## src/sync_serial_defines.svh

```systemverilog
`ifndef SYNC_SERIAL_DEFINES_SVH
`define SYNC_SERIAL_DEFINES_SVH

// ****************************************************************
// timing
// ****************************************************************
`define SST_CLK_PERIOD_NS 50
// least serial clock cycle in two-wire mode, kept by software
`define SST_MIN_SCK_NS 2000
`define SST_MIN_SCK_CYC \
  ((`SST_MIN_SCK_NS + `SST_CLK_PERIOD_NS - 1) / `SST_CLK_PERIOD_NS)
`define SST_DIV_W 12
// half serial period for select 0, doubled per select step
`define SST_SCK_HALF_BASE 12'h0002

// ****************************************************************
// word and tail shape
// ****************************************************************
`define SST_CNT_W 5
`define SST_LAST_8 5'h07
`define SST_LAST_16 5'h0F
`define SST_UNIT_W 2
`define SST_HOLD_LOW 2'h1
`define SST_HOLD_LAST 2'h1
`define SST_LATCH_LOW 2'h2
`define SST_LATCH_LAST 2'h2

`endif

```

## src/sync_serial_pkg.sv

```systemverilog
package sync_serial_pkg;
  typedef enum logic [1:0] {ST_IDLE, ST_XFER, ST_TAIL} xfer_state_t;
endpackage

```

## src/sck_divider.sv

```systemverilog
`timescale 1ns/1ps
`include "sync_serial_defines.svh"

// ****************************************************************
// divider for the internal serial clock, one tick per half period
// ****************************************************************
module sck_divider #(
  parameter int DIV_W = `SST_DIV_W
) (
  input wire logic clk_sys_in,
  input wire logic sys_rst_in,
  input wire logic clear_in,
  input wire logic [2:0] sel_in,
  output logic tick_out
);
  logic [DIV_W-1:0] cnt_r;
  logic [DIV_W-1:0] cnt_nxt;
  logic [DIV_W-1:0] limit;

  always_comb
  begin
    limit = DIV_W'((`SST_SCK_HALF_BASE << sel_in) - 1'b1);
    tick_out = !clear_in && (cnt_r >= limit);
    cnt_nxt = cnt_r + 1'b1;
    // clearing keeps the first half period full length
    if (clear_in || tick_out)
    begin
      cnt_nxt = '0;
    end
  end

  always_ff @(posedge clk_sys_in or posedge sys_rst_in)
  begin
    if (sys_rst_in)
    begin
      cnt_r <= '0;
    end
    else
    begin
      cnt_r <= cnt_nxt;
    end
  end
endmodule

```

## src/sync_serial_tail_mark.sv

```systemverilog
// Operation
// RULE_01: control write with tail off reinitialises state
// RULE_02: lower mode bit picks 8 or 16 bits
// RULE_03: host loads low byte, or both bytes
// RULE_04: start write begins shifting out and in
// RULE_05: last bit sets the completion request flag
// RULE_06: internal clock pulses only during a word
// RULE_07: idle data output holds the last bit
// RULE_08: idle external clock edges set overrun, no shift
// RULE_09: idle level write drives data output at once
// RULE_10: host reads low byte, or both bytes
// RULE_11: transmit and receive share the same edges
// RULE_12: two-wire mode appends hold or latch tail
// RULE_13: host uses internal clock of two microseconds
// RULE_14: tail timing unit is the serial period
// RULE_15: word end clears start, sets done, then tail
// RULE_16: host changes tail enable only when idle
// RULE_17: host presets level high and open drain
// RULE_18: completion interrupt gated by its enable
// RULE_19: external clock only after start is set
// RULE_20: host waits on interrupt or polled flag
// RULE_21: host routes the pins to the serial function
// RULE_22: drive on falling edge, sample on rising, lsb first
// RULE_23: overrun clears by zero write after reading one
// RULE_24: start reads one while busy, zero write ignored
// RULE_25: bit counter ends word after 8 or 16 bits
`timescale 1ns/1ps
`include "sync_serial_defines.svh"

module sync_serial_tail_mark (
  input wire logic clk_sys_in,
  input wire logic sys_rst_in,
  input wire logic standby_in,
  input wire logic ctrl_wr_in,
  input wire logic mode_upper_bit_in,
  input wire logic mode_lower_bit_in,
  input wire logic tail_enable_in,
  input wire logic latch_variant_select_in,
  input wire logic clock_ext_in,
  input wire logic [2:0] clock_select_field_in,
  input wire logic start_wr_in,
  input wire logic level_wr_in,
  input wire logic level_val_in,
  input wire logic status_rd_in,
  input wire logic overrun_clr_in,
  input wire logic done_clr_in,
  input wire logic transfer_irq_enable_in,
  input wire logic data_low_wr_in,
  input wire logic data_high_wr_in,
  input wire logic [7:0] data_wr_in,
  input wire logic serial_in_pin_in,
  input wire logic serial_clock_pin_in,
  output logic serial_clock_pin_out,
  output logic serial_clock_pin_oe_out,
  output logic serial_out_pin_out,
  output logic [7:0] data_low_out,
  output logic [7:0] data_high_out,
  output logic start_flag_out,
  output logic transfer_done_request_out,
  output logic overrun_flag_out,
  output logic tail_in_progress_out,
  output logic output_level_out,
  output logic irq_out
);
  sync_serial_pkg::xfer_state_t state_r, state_nxt;
  logic sck_r, sck_nxt, so_r, so_nxt, start_r, start_nxt;
  logic done_r, done_nxt, ovr_r, ovr_nxt, seen_r, seen_nxt;
  logic half_r, half_nxt, pin_prev_r;
  logic upper_r, upper_nxt, wide_r, wide_nxt, tail_en_r, tail_en_nxt;
  logic latch_r, latch_nxt, ext_r, ext_nxt;
  logic [2:0] sel_r, sel_nxt;
  logic [15:0] shift_r, shift_nxt;
  logic [`SST_CNT_W-1:0] cnt_r, cnt_nxt, last;
  logic [`SST_UNIT_W-1:0] unit_r, unit_nxt, tail_low, tail_last;
  logic tick, fall, rise, ext_fall, ext_rise, word_end, div_clear;

  // ****************************************************************
  // internal serial clock
  // ****************************************************************
  assign div_clear = (state_r == sync_serial_pkg::ST_IDLE) || ext_r;

  sck_divider #(
    .DIV_W(`SST_DIV_W)
  ) u_div (
    .clk_sys_in(clk_sys_in),
    .sys_rst_in(sys_rst_in),
    .clear_in(div_clear),
    .sel_in(sel_r), // [RULE_14]
    .tick_out(tick)
  );

  // ****************************************************************
  // transfer engine
  // ****************************************************************
  always_comb
  begin
    state_nxt = state_r;
    sck_nxt = sck_r;
    so_nxt = so_r; // [RULE_07]
    start_nxt = start_r;
    done_nxt = done_r;
    ovr_nxt = ovr_r;
    seen_nxt = seen_r;
    half_nxt = half_r;
    upper_nxt = upper_r;
    wide_nxt = wide_r;
    tail_en_nxt = tail_en_r;
    latch_nxt = latch_r;
    ext_nxt = ext_r;
    sel_nxt = sel_r;
    shift_nxt = shift_r;
    cnt_nxt = cnt_r;
    unit_nxt = unit_r;
    word_end = 1'b0;
    last = wide_r ? `SST_LAST_16 : `SST_LAST_8; // [RULE_02]
    tail_low = latch_r ? `SST_LATCH_LOW : `SST_HOLD_LOW;
    tail_last = latch_r ? `SST_LATCH_LAST : `SST_HOLD_LAST;
    ext_fall = ext_r && pin_prev_r && !serial_clock_pin_in;
    ext_rise = ext_r && !pin_prev_r && serial_clock_pin_in;
    fall = ext_r ? ext_fall : (tick && sck_r);
    rise = ext_r ? ext_rise : (tick && !sck_r);
    if (done_clr_in)
    begin
      done_nxt = 1'b0;
    end
    if (status_rd_in && ovr_r)
    begin
      seen_nxt = 1'b1;
    end
    if (overrun_clr_in && seen_r)
    begin
      ovr_nxt = 1'b0; // [RULE_23]
      seen_nxt = 1'b0;
    end
    if (data_low_wr_in)
    begin
      shift_nxt[7:0] = data_wr_in;
    end
    if (data_high_wr_in)
    begin
      shift_nxt[15:8] = data_wr_in;
    end
    case (state_r)
      sync_serial_pkg::ST_IDLE:
      begin
        sck_nxt = 1'b1; // [RULE_06]
        if (level_wr_in)
        begin
          so_nxt = level_val_in; // [RULE_09]
        end
        // stray clock while idle: flag it, never shift on it
        if (ext_fall)
        begin
          ovr_nxt = 1'b1; // [RULE_08]
        end
        if (start_wr_in)
        begin
          start_nxt = 1'b1; // [RULE_04] [RULE_24]
          cnt_nxt = '0;
          state_nxt = sync_serial_pkg::ST_XFER;
        end
      end
      sync_serial_pkg::ST_XFER:
      begin
        if (!ext_r && tick)
        begin
          sck_nxt = !sck_r; // [RULE_06]
        end
        if (fall)
        begin
          so_nxt = shift_r[0]; // [RULE_22]
        end
        if (rise)
        begin
          // receive shifts in from the top on the rising edge
          if (wide_r)
          begin
            shift_nxt = {serial_in_pin_in, shift_r[15:1]}; // [RULE_11]
          end
          else
          begin
            shift_nxt = {shift_r[15:8], serial_in_pin_in, shift_r[7:1]};
          end
          cnt_nxt = cnt_r + 1'b1; // [RULE_25]
          if (cnt_r == last)
          begin
            word_end = 1'b1;
            start_nxt = 1'b0; // [RULE_15]
            done_nxt = 1'b1; // [RULE_05]
            unit_nxt = '0;
            half_nxt = 1'b0;
            state_nxt = tail_en_r ? sync_serial_pkg::ST_TAIL
                                  : sync_serial_pkg::ST_IDLE; // [RULE_12]
          end
        end
      end
      sync_serial_pkg::ST_TAIL:
      begin
        sck_nxt = 1'b1;
        so_nxt = (unit_r < tail_low) ? 1'b0 : 1'b1; // [RULE_12]
        if (tick)
        begin
          half_nxt = !half_r;
          if (half_r)
          begin
            unit_nxt = unit_r + 1'b1; // [RULE_14]
            if (unit_r == tail_last)
            begin
              state_nxt = sync_serial_pkg::ST_IDLE;
            end
          end
        end
      end
      default:
      begin
        state_nxt = sync_serial_pkg::ST_IDLE;
      end
    endcase
    if (ctrl_wr_in)
    begin
      upper_nxt = mode_upper_bit_in;
      wide_nxt = mode_lower_bit_in;
      tail_en_nxt = tail_enable_in;
      latch_nxt = latch_variant_select_in;
      ext_nxt = clock_ext_in;
      sel_nxt = clock_select_field_in;
      if (!tail_enable_in)
      begin
        state_nxt = sync_serial_pkg::ST_IDLE; // [RULE_01]
        cnt_nxt = '0;
        start_nxt = 1'b0;
        sck_nxt = 1'b1;
        half_nxt = 1'b0;
        unit_nxt = '0;
      end
    end
    // module standby acts as a synchronous reset of the whole unit
    if (standby_in)
    begin
      state_nxt = sync_serial_pkg::ST_IDLE;
      {sck_nxt, so_nxt, start_nxt, done_nxt, ovr_nxt, seen_nxt} = 6'h20;
      {upper_nxt, wide_nxt, tail_en_nxt, latch_nxt, ext_nxt} = '0;
      sel_nxt = '0;
      shift_nxt = '0;
      cnt_nxt = '0;
      unit_nxt = '0;
      half_nxt = 1'b0;
    end
  end

  always_ff @(posedge clk_sys_in or posedge sys_rst_in)
  begin
    if (sys_rst_in)
    begin
      state_r <= sync_serial_pkg::ST_IDLE;
      {sck_r, so_r, start_r, done_r, ovr_r, seen_r} <= 6'h20;
      {upper_r, wide_r, tail_en_r, latch_r, ext_r} <= '0;
      {half_r, pin_prev_r} <= 2'h0;
      sel_r <= '0;
      shift_r <= '0;
      cnt_r <= '0;
      unit_r <= '0;
    end
    else
    begin
      state_r <= state_nxt;
      {sck_r, so_r, start_r, done_r, ovr_r, seen_r} <=
        {sck_nxt, so_nxt, start_nxt, done_nxt, ovr_nxt, seen_nxt};
      {upper_r, wide_r, tail_en_r, latch_r, ext_r} <=
        {upper_nxt, wide_nxt, tail_en_nxt, latch_nxt, ext_nxt};
      {half_r, pin_prev_r} <= {half_nxt, serial_clock_pin_in};
      sel_r <= sel_nxt;
      shift_r <= shift_nxt;
      cnt_r <= cnt_nxt;
      unit_r <= unit_nxt;
    end
  end

  // ****************************************************************
  // outputs
  // ****************************************************************
  assign serial_clock_pin_out = sck_r;
  assign serial_clock_pin_oe_out = !ext_r;
  assign serial_out_pin_out = so_r;
  assign output_level_out = so_r;
  assign data_low_out = shift_r[7:0];
  assign data_high_out = shift_r[15:8];
  assign start_flag_out = start_r;
  assign transfer_done_request_out = done_r;
  assign overrun_flag_out = ovr_r;
  assign tail_in_progress_out = (state_r == sync_serial_pkg::ST_TAIL);
  assign irq_out = done_r && transfer_irq_enable_in; // [RULE_18]
endmodule

```

## config.mk

```make
export PLATFORM = sky130hd
export DESIGN_NAME = sync_serial_tail_mark
export DESIGN_NICKNAME = d
export VERILOG_FILES = /design/src/sync_serial_pkg.sv /design/src/sck_divider.sv /design/src/sync_serial_tail_mark.sv
export VERILOG_INCLUDE_DIRS = /design/src /design/src/src
export SDC_FILE = /design/constraint.sdc
export NUM_CORES = 1
export LEC_CHECK = 0
export BUFFER_PORTS_ARGS = -buffer_cell sky130_fd_sc_hd__buf_2
export CAP_MARGIN = 25
export CORE_UTILIZATION = 56
export CTS_BUF_LIST = sky130_fd_sc_hd__clkbuf_4 sky130_fd_sc_hd__clkbuf_8 sky130_fd_sc_hd__clkbuf_16
export DETAILED_ROUTE_END_ITERATION = 16
export PLACE_DENSITY_LB_ADDON = 0.25
export SLEW_MARGIN = 20
export SYNTH_ARGS = -nofsm -noshare
export SYNTH_HDL_FRONTEND = slang
export SYNTH_SLANG_ARGS = --single-unit
```

## constraint.sdc

```tcl
create_clock -name clk_sys_in -period 2.7 [get_ports clk_sys_in]
set_clock_uncertainty 0.05 [all_clocks]
set_input_delay 0.27 -clock clk_sys_in [delete_from_list [all_inputs] [get_ports clk_sys_in]]
set_output_delay 0.27 -clock clk_sys_in [all_outputs]
set_load 0.02 [all_outputs]
```

After elaboration in Yosys (flattened, before gate mapping)
Index checks and enable logic that the tools add are counted.
{"block": "word_totals", "regBits": 52, "word_cells": 140}
{"block": "op_classes", "add_sub_neg": 4, "order_cmp": 2, "n_eq_ne": 7, "shift": 1, "mux": 82, "reduce_logical": 25}
{"op": "16-bit two-way mux", "n": 4}
{"op": "1-bit two-way mux", "n": 42}
{"op": "2-bit two-way mux", "n": 18}
{"op": "5-bit two-way mux", "n": 5}
{"op": "8-bit two-way mux", "n": 2}
{"op": "12-bit by 1-bit adder with 12-bit output, second input constant", "n": 1}
{"op": "12-bit greater-or-equal comparator", "n": 1}
{"op": "12-bit two-way mux", "n": 1}
{"op": "2-bit by 3-bit << shifter with 12-bit output, first input constant", "n": 1}
{"op": "12-bit by 1-bit subtractor with 12-bit output, second input constant", "n": 1}
{"op": "1-bit logical AND", "n": 11}
{"op": "5-bit one-hot mux with 2 select lines", "n": 1}
{"op": "1-bit logical NOT", "n": 6}
{"op": "3-bit two-way mux", "n": 2}
{"op": "3-bit != test, second input constant", "n": 2}
{"op": "1-bit one-hot mux with 2 select lines", "n": 3}
{"op": "2-bit one-hot mux with 3 select lines", "n": 1}
{"op": "5-bit by 1-bit adder with 5-bit output, second input constant", "n": 1}
{"op": "5-bit by 4-bit equality test with 1-bit output", "n": 1}
{"op": "4-bit two-way mux", "n": 1}
{"op": "4-bit != test, second input constant", "n": 1}
{"op": "2-bit one-hot mux with 2 select lines", "n": 1}
{"op": "4-bit nonzero test", "n": 1}
{"op": "1-bit one-hot mux with 3 select lines", "n": 1}
{"op": "other kinds (11)", "n": 12}

Longest topological paths before layout
Gate-level depths: netlist of the first run.
{"block": "logic_depth", "word_depth": 11, "ltp_mapped": 11, "mapped_depth_nobuf": 8}

Modules after synthesis
From an unflattened synthesis of the first run, not the netlist that was laid out.
{"block": "unflattened", "cells_unflattened": 302, "hier_area_um2": 2962.8}
{"module": "sync_serial_tail_mark", "instances": 1, "cells_each": 232, "area_per_inst_um2": 2285.9}
{"module": "sck_divider", "instances": 1, "cells_each": 70, "area_per_inst_um2": 676.9}

Worst setup path after synthesis of the first run
No wires, ideal clock.
{"block": "synth_timing", "path_kind": "flip-flop to flip-flop", "start": "register sel_r[2]", "end": "register shift_r[11]", "t_arrival_ns": 2.065, "slack_ns": 0.437, "path_stages_with_launch": 12, "n_path_buf": 3, "synth_period_minus_slack_ns": 2.263, "cell_sequence": "dfrtp_1 clkbuf_1 nand3_1 ha_1 nand2_1 o211ai_2 nand2_1 a31o_1 buf_6 buf_6 a211oi_2 a211oi_2"}
{"block": "synth_between", "elab_chain_cells": 9, "word_cells_on_any_way": 10}
{"item": "start, declared", "line_no": "sync_serial_tail_mark.sv:71", "text": "logic [2:0] sel_r, sel_nxt;"}
{"item": "start signal, assigned", "line_no": "sync_serial_tail_mark.sv:272", "text": "sel_r <= sel_nxt;"}
{"item": "2-bit by 3-bit << shifter with 12-bit output (no line) (*)"}
{"item": "12-bit by 1-bit subtractor with 12-bit output (*)", "line_no": "sck_divider.sv:22", "text": "limit = DIV_W'((`SST_SCK_HALF_BASE << sel_in) - 1'b1);"}
{"item": "12-bit greater-or-equal comparator (*)", "line_no": "sck_divider.sv:23", "text": "tick_out = !clear_in && (cnt_r >= limit);"}
{"item": "1-bit logical AND (*)", "line_no": "sck_divider.sv:23"}
{"item": "1-bit logical AND (*)", "line_no": "sync_serial_tail_mark.sv:121", "text": "rise = ext_r ? ext_rise : (tick && !sck_r);"}
{"item": "1-bit two-way mux (*)", "line_no": "sync_serial_tail_mark.sv:121"}
{"item": "16-bit two-way mux", "line_no": "sync_serial_tail_mark.sv:173", "text": "if (rise)"}
{"item": "16-bit two-way mux", "line_no": "sync_serial_tail_mark.sv:143", "text": "case (state_r)"}
{"item": "16-bit two-way mux", "line_no": "sync_serial_tail_mark.sv:238", "text": "if (standby_in)"}
{"item": "end signal, assigned", "line_no": "sync_serial_tail_mark.sv:273", "text": "shift_r <= shift_nxt;"}
{"item": "end, declared", "line_no": "sync_serial_tail_mark.sv:72", "text": "logic [15:0] shift_r, shift_nxt;"}
Every way passes the cells marked *; elsewhere a longest branch is shown, timed or not.
A chain may end at the register's enable or synchronous reset.

Worst setup path in the final report of the first run
{"block": "layout_timing", "start": "register sel_r[2]", "end": "register shift_r[12]"}
Same word-level chain as after synthesis.

==> results of run 1 <==
==> area by class of cell <==
type,count,area [um2]
Clock buffer,7,83.83
Fill cell,430,1720
Inverter,13,48.80
Sequential cell,52,1303
Multi-Input combinational cell,223,1637
Timing Repair Buffer,59,320.3
Tap cell,70,87.58
Clock inverter,1,5.005
==> cells by family (layout without fill, tap and decap cells) <==
logic type                 Yosys count  count (layout)  share of synthesized area
buffers and inverters               29              80                    0.04911
AOI/OAI and AO/OA                   79              79                     0.2086
other                                1               3                   0.001216
muxes                               23              23                    0.07508
DFF                                 52              52                     0.4225
adders and majority gates           15              15                    0.06088
xor gates and xnor gates             7               7                    0.01989
and+or+nand+nor                     96              96                     0.1627
==> cell usage in the layout (no fill, tap or decap), drive strengths merged, types with 2 or more instances in the layout <==
cell,n
buf,59
dfrtp,51
nor2,33
a211oi,25
mux2i,22
nand2,19
ha,15
inv,13
nor2b,10
a21oi,10
o21ai,10
a31oi,9
nand3,9
clkbuf,7
a21o,6
nor3,6
xor2,4
and3,4
nand4,3
xnor2,3
o31ai,3
conb,3
and2,2
nand2b,2
o211a,2
o21a,2
or3,2
nor3b,2
a21boi,2
==> metal layers <==
layer | GRT usage | share of wire
met2 | 0.3791 | 0.47
met4 | 0.07115 | 0.0097
met3 | 0.03832 | 0.037
met5 | 0 | 0
met1 | 0.3119 | 0.48
==> worst register-to-register path, cell delays in order (launching register included) <==
cell and delay (ns):
dfrtp_1 0.46, nand3_1 0.12, ha_1 0.32, nand2_1 0.09, o211ai_2 0.26, nand2_1 0.12, a31o_1 0.26, buf_12 0.19
a211oi_1 0.26, a211oi_1 0.08
==> through the flow <==
stage | instances | hold WS [ns] | cell area, um2
6_report | 425 | 0.08293 | 3485
5_1_grt | 425 | 0.07302 | 3485
4_1_cts | 425 | 0.07308 | 3485
3_5_place_dp | 417 | 0.3890 | 3396
3_3_place_gp | 417 | 0.3830 | 3396
2_1_floorplan | 304 | 0.2514 | 3090
==> registers in the layout, indices dropped and copies added (netlist names) <==
signal and count:
u_div.cnt_r 12, serial_clock_pin_out 1, wide_r 1, start_flag_out 1, cnt_r 5, unit_r 2
seen_r 1, state_r 2, latch_r 1, ext_r 1, shift_r 16, transfer_done_request_out 1
output_level_out 1, overrun_flag_out 1, pin_prev_r 1, tail_en_r 1, half_r 1, sel_r 3
==> final timing paths <==
kind	to	slack (ns)	cells after the start
worst min-delay path	shift_r[1]$_DFF_PP0_	0.08	3
worst min register to register	unit_r[0]$_DFF_PP0_	0.45	1
worst max register to register	shift_r[12]$_DFFE_PP0P_	0.35	9
worst max-delay path	shift_r[12]$_DFFE_PP0P_	0.35	9
min in group clk_sys_in	pin_prev_r$_DFF_PP0_	0.08	1
max in group asynchronous	unit_r[0]$_DFF_PP0_	2.08	3
==> power breakdown <==
part	total, uW	switching, uW	internal (uW)
Sequential	837	29.2	808
Combinational	249	153	95.8
Clock	452	249	203
==> impl_metrics.toml, run 1 <==
[run_status]
outcome = "completed"

[pwr]
power.density_nw_per_um2 = 441.4
vdd.ir_drop.worst_uv = 321.1
total_power_uw = 1538
leakagePower_uw = 0.001691

[cells_and_area]
drive_gt1_frac = 0.2761
syn_to_final_growth_pct = 13.03
postLayoutCoreUtil = 0.6695
final_nets = 400
antenna-diode-count = 0

[critical_path]
crit_chain = "nand3_1 -> ha_1 -> nand2_1 -> o211ai_2 -> nand2_1 -> a31o_1 -> buf_12 -> a211oi_1 -> a211oi_1"
critical_path_class = "register to register"
critical_path_arrival_ns = 2.48
r2r-start = "sel_r[2]$_DFFE_PP0P_"
crit_fanout = 34
worstPathRequired_ns = 2.83
startpoint_type = "register"
crit_family = "compound AO/OA/AOI/OAI gates"
crit_start = "sel_r[2]$_DFFE_PP0P_"
cp_slowest_cell = "dfrtp_1"
path_buf_inv = 1
cpPeakStageDelay_ns = 0.46
setup.worst_path.end_class = "register"

[detailed_routing]
drcViolationCount = 0
vias = 2422
drtPass1Iterations = 4
drt-initial-drc-count = 121
vias_per_cell = 5.699
drtAntennaViolNets = 0
routed_wl_um = 6417
wl_per_cell_um = 15.10

[global_routing]
track_usage = 0.2301
grt_overflow = 0
antenna_found_initial = 0
grt_pass1_vias = 2308
grt_start_max_net_pins = 53
grt_first_pass_wirelength_um = 10810

[floorplanning]
io_pins = 56
die_area_um2 = 5806
fp.dieW_um = 76.20
core_area_um2 = 5205
die_h_um = 76.20
initial_core_util = 0.5923
rows = 26

[synth]
post-synth-top-count-cell = "dfrtp_1"
synthDistinctLibCells = 57
syn-instance-count = 302
synth-seq-area-share = 0.4225
syn_area_um2 = 3083
synthArstFlopShare = 1.000
yosysWarningCount = 0
synthTopCellsByCount = "dfrtp_1 (51), nor2_1 (31), mux2i_1 (22)"
synth_edf_count = 0
synthTopCellsByArea = "dfrtp_1 (41%), mux2i_1 (7.1%), a211oi_2 (6.9%)"
synth_top_area_share = 0.4140
yosysTopAreaCell = "dfrtp_1"
ys_ff_latch = 52
syn_area_per_cell_um2 = 10.21
synth_ff_type = "dfrtp_1"

[timing]
slew_headroom = 0.5641
rsz0062_at_grt = "no"
setup_violations = 0
fmaxAchievable_ghz = 0.4261
fin_tns_setup_ns = 0
finalMaxSlewViolations = 0
hold_viol = 0
timing.final.ws_setup_ns = 0.3532
worst_pin_slew_ns = 0.6539
post-route-period-util = 0.8692
min_period_ns = 2.347

[placed_design]
gp_congestion = 0.8507
pre_cts_ws_ns = 0.3927
dp_hpwl_um = 4537
io_buffers = 54

[flow_run]
drv_cap = 0

[clocking]
holdBufCountCts = 0
cts_tree = "built"
cts_resized = 0
cts_buffers = 5
cts_root_buf = "clkbuf_8"
clkTransAtPathRegs_ns = 0.09
cts_setup_buffers = 0
h-tree-depth = 2
cts_num_sinks = 52
cts_buffer_depth = 2
clk_latency_ns = 0.30

[min_path]
hp-class = "input port to asynchronous set/reset pin"
Power figures use the tool's default switching activity.
==> run 2, diff against run 1 <==
--- a/config.mk
+++ b/config.mk
@@ -8,11 +8,12 @@
 export LEC_CHECK = 0
 export BUFFER_PORTS_ARGS = -buffer_cell sky130_fd_sc_hd__buf_2
 export CAP_MARGIN = 25
-export CORE_UTILIZATION = 56
+export CORE_UTILIZATION = 55
 export CTS_BUF_LIST = sky130_fd_sc_hd__clkbuf_4 sky130_fd_sc_hd__clkbuf_8 sky130_fd_sc_hd__clkbuf_16
 export DETAILED_ROUTE_END_ITERATION = 16
 export PLACE_DENSITY_LB_ADDON = 0.25
 export SLEW_MARGIN = 20
 export SYNTH_ARGS = -nofsm -noshare
 export SYNTH_HDL_FRONTEND = slang
+export SYNTH_HIERARCHICAL = 1
 export SYNTH_SLANG_ARGS = --single-unit
==> run 2 against run 1 <==
  * Wire length up 4.2%
  * Register-to-register slack worse by 0.22 ns
  * Highest routed layer unchanged
  * Non-clock buffer count up 8
  * Critical path depth up 2
  * Largest power group unchanged
  * Clock-buffer cell count up 1
  * Setup slack worse by 0.22 ns
  * Worst hold slack worse by 0.0056 ns
  * Critical endpoint is now state_r[1]$_DFF_PP0_
  * Final area up 0.43%
  * Synthesized area down 3.9%
  * Core utilization up 1.1 points
==> impl_metrics.toml, run 2 <==
[synth]
synth-seq-area-share = 0.4396
post-synth-top-count-cell = "dfrtp_1"
ys_ff_latch = 52
syn-instance-count = 302
synthArstFlopShare = 1.000
syn_area_um2 = 2963
yosysWarningCount = 6
synth-adder-area-share = 0.06334
synth-compound-area-share = 0.1909
synth_edf_count = 0
yosysTopAreaCell = "dfrtp_1"
synthTopCellsByCount = "dfrtp_1 (51), nor2_1 (31), inv_1 (22), nand2_1 (22)"
synth_ff_type = "dfrtp_1"
synthTopCellsByArea = "dfrtp_1 (43%), ha_1 (6.3%), mux2i_1 (5.1%)"
syn_area_per_cell_um2 = 9.811
synthDistinctLibCells = 57
synth.area.mux_share = 0.05828
yosys.area_share.simple = 0.1605
synth_top_area_share = 0.4307
synth_top_family_by_area = "compound AO/OA/AOI/OAI gates"
synth-xor-area-share = 0.02956

[global_routing]
antenna_found_initial = 0
grt_start_max_net_pins = 41
grt_pass1_vias = 2168
grt_first_pass_wirelength_um = 10140
grt_overflow = 0
track_usage = 0.2387

[timing]
worst_pin_slew_ns = 0.5327
hold_viol = 0
slew_headroom = 0.6449
finalMaxSlewViolations = 0
rsz0062_at_grt = "yes"
setup_violations = 0
post-route-period-util = 0.9505
hold_ws_ns = 0.07729
fmaxAchievable_ghz = 0.3897
min_period_ns = 2.566

[pwr]
p_comb_frac = 0.163
power.density_nw_per_um2 = 451.0
pwr-share-seq = 0.533
vdd.ir_drop.worst_uv = 280.6
p_switching_uw = 436.1
p_sw_frac = 0.2763
leakagePower_uw = 0.001605
clockPowerShare = 0.305
internal-power_uw = 1142

[critical_path]
crit_fanout = 7
cpPeakStageDelay_ns = 0.47
crit_chain = "a21oi_1 -> ha_1 -> a21oi_1 -> o21ai_2 -> a21oi_1 -> nor2_2 -> nor3b_4 -> buf_4 -> or2_1 -> a21o_1 -> a211oi_1"
cp_slowest_cell = "dfrtp_2"
path_buf_inv = 1
r2r-start = "sel_r[1]$_DFFE_PP0P_"
critical_path_arrival_ns = 2.73
crit_path_frequent_cell = "a21oi_1"
startpoint_type = "register"
r2r_end = "state_r[1]$_DFF_PP0_"
reg2reg_slack_ns = 0.13
worstPathRequired_ns = 2.86
crit_family = "compound AO/OA/AOI/OAI gates"
setup.worst_path.end_class = "register"
r2r_cells = 11
critical_path_class = "register to register"

[clocking]
clk_latency_ns = 0.30
cts_buffer_depth = 2
cts_root_buf = "clkbuf_8"
cts_tree = "built"
cts_buffers = 5
clkTransAtPathRegs_ns = 0.09
cts_num_sinks = 52
h-tree-depth = 2

[cells_and_area]
syn_to_final_growth_pct = 18.12
final_common_cell = "buf_2"
antenna-diode-count = 0
layout_common_cells = "buf_2 (54), dfrtp_1 (48), nor2_1 (28)"
drive_gt1_frac = 0.2896
finalInstanceArea_um2 = 3500
final_cells = 436
final_nets = 411
largest_registers = "shift_r: 16 flops, u_div/cnt_r: 12 flops, cnt_r: 5 flops"
regMostFlops = "shift_r"
largest_register_ffs = 16

[floorplanning]
die_area_um2 = 5684
rows = 26
core_area_um2 = 5140
io_pins = 56
die_h_um = 75.40
initial_core_util = 0.5764
fp.dieW_um = 75.40

[flow_run]
drv_cap = 0

[placed_design]
dp_hpwl_um = 4765
io_buffers = 54
gp_congestion = 0.7757
place_area_um2 = 3299
dp.cells = 422

[detailed_routing]
wl_per_cell_um = 15.34
drt-initial-drc-count = 146
drtPass1Iterations = 4
vias_per_cell = 5.617
vias = 2449
drtAntennaViolNets = 0
routed_wl_um = 6687
drcViolationCount = 0

[min_path]
holdPathEnd = "pin_prev_r$_DFF_PP0_"
hp-class = "input port to register"
hold_start = "serial_clock_pin_in"
holdPathStages = 1

[run_status]
outcome = "completed"
run 2: how the worst max path moves through the flow:
| stage | from | end | cells after the start |
|---|---|---|---|
| floorplan | state_r[0]$_DFF_PP0_ | cnt_r[3]$_DFF_PP0_ | 9 |
| global placement | sel_r[2]$_DFFE_PP0P_ | cnt_r[3]$_DFF_PP0_ | 10 |
| detailed placement | sel_r[2]$_DFFE_PP0P_ | cnt_r[3]$_DFF_PP0_ | 10 |
| CTS | sel_r[1]$_DFFE_PP0P_ | cnt_r[3]$_DFF_PP0_ | 10 |
| global route | sel_r[1]$_DFFE_PP0P_ | cnt_r[3]$_DFF_PP0_ | 10 |
| finish | sel_r[1]$_DFFE_PP0P_ | state_r[1]$_DFF_PP0_ | 11 |
run 2: layout make-up:
type	instances	area (um2)
timing repair buffer	67	370.4
multi-input combinational	216	1551
sequential	52	1306
tap	70	87.58
fill	417	1640
inverter	23	86.33
clock buffer	8	97.59
run 2: metrics by stage:
stage               setup TNS, ns    util  total power [uW]  setup WS (ns)
global placement                0  0.6419              1095        0.07910
floorplan                       0       -              1017         0.2006
global route              -0.1938  0.6809              1642       -0.04372
CTS                             0  0.6675              1580        0.01757
detailed placement       -0.03734  0.6419              1102       -0.03734
finish                          0  0.6809              1578         0.1337
run 2: what timing repair did:
item | 4_1_cts | 5_1_grt
endpoints found under the hold margin | 12 | 0
resized for setup | 2 | 14
hold buffers | 1 | 0
setup buffers | 2 | 3
endpoints found under the setup margin | 2 | 28
pin swaps | 0 | 5
run 2: layer usage:
metal | wire length (um) | up-vias | GRT usage | share of wire
met2 | 3131 | 61 | 0.3631 | 0.47
li1 | - | 1201 | - | -
met4 | 115 | 0 | 0.06996 | 0.017
met5 | 0 | - | 0 | 0
met1 | 3120 | 1176 | 0.3512 | 0.47
met3 | 319 | 11 | 0.04101 | 0.048
run 2: logic make-up (layout without fill, tap and decap cells):
group                      Yosys count  count (layout)
muxes                               17              17
xor gates and xnor gates            10              10
other                                1               3
and+or+nand+nor                     93              93
adders and majority gates           15              15
DFF                                 52              52
AOI/OAI and AO/OA                   78              78
buffers and inverters               36              98
run 2: worst register-to-register path, cell delays in order (launching register included):
cell      delay [ns]
dfrtp_2         0.47
a21oi_1         0.19
ha_1            0.27
a21oi_1         0.18
o21ai_2         0.09
a21oi_1         0.16
nor2_2          0.07
nor3b_4         0.18
buf_4           0.16
or2_1           0.26
a21o_1          0.20
a211oi_1        0.19
run 2: power groups by stage:
stage | Sequential, uW | Combinational (uW) | Clock [uW]
after detailed placement | 853 | 248 | 0
after global routing | 846 | 282 | 514
final | 841 | 257 | 481
after floorplan | 871 | 146 | 0
after global placement | 852 | 243 | 0
after CTS | 838 | 252 | 490
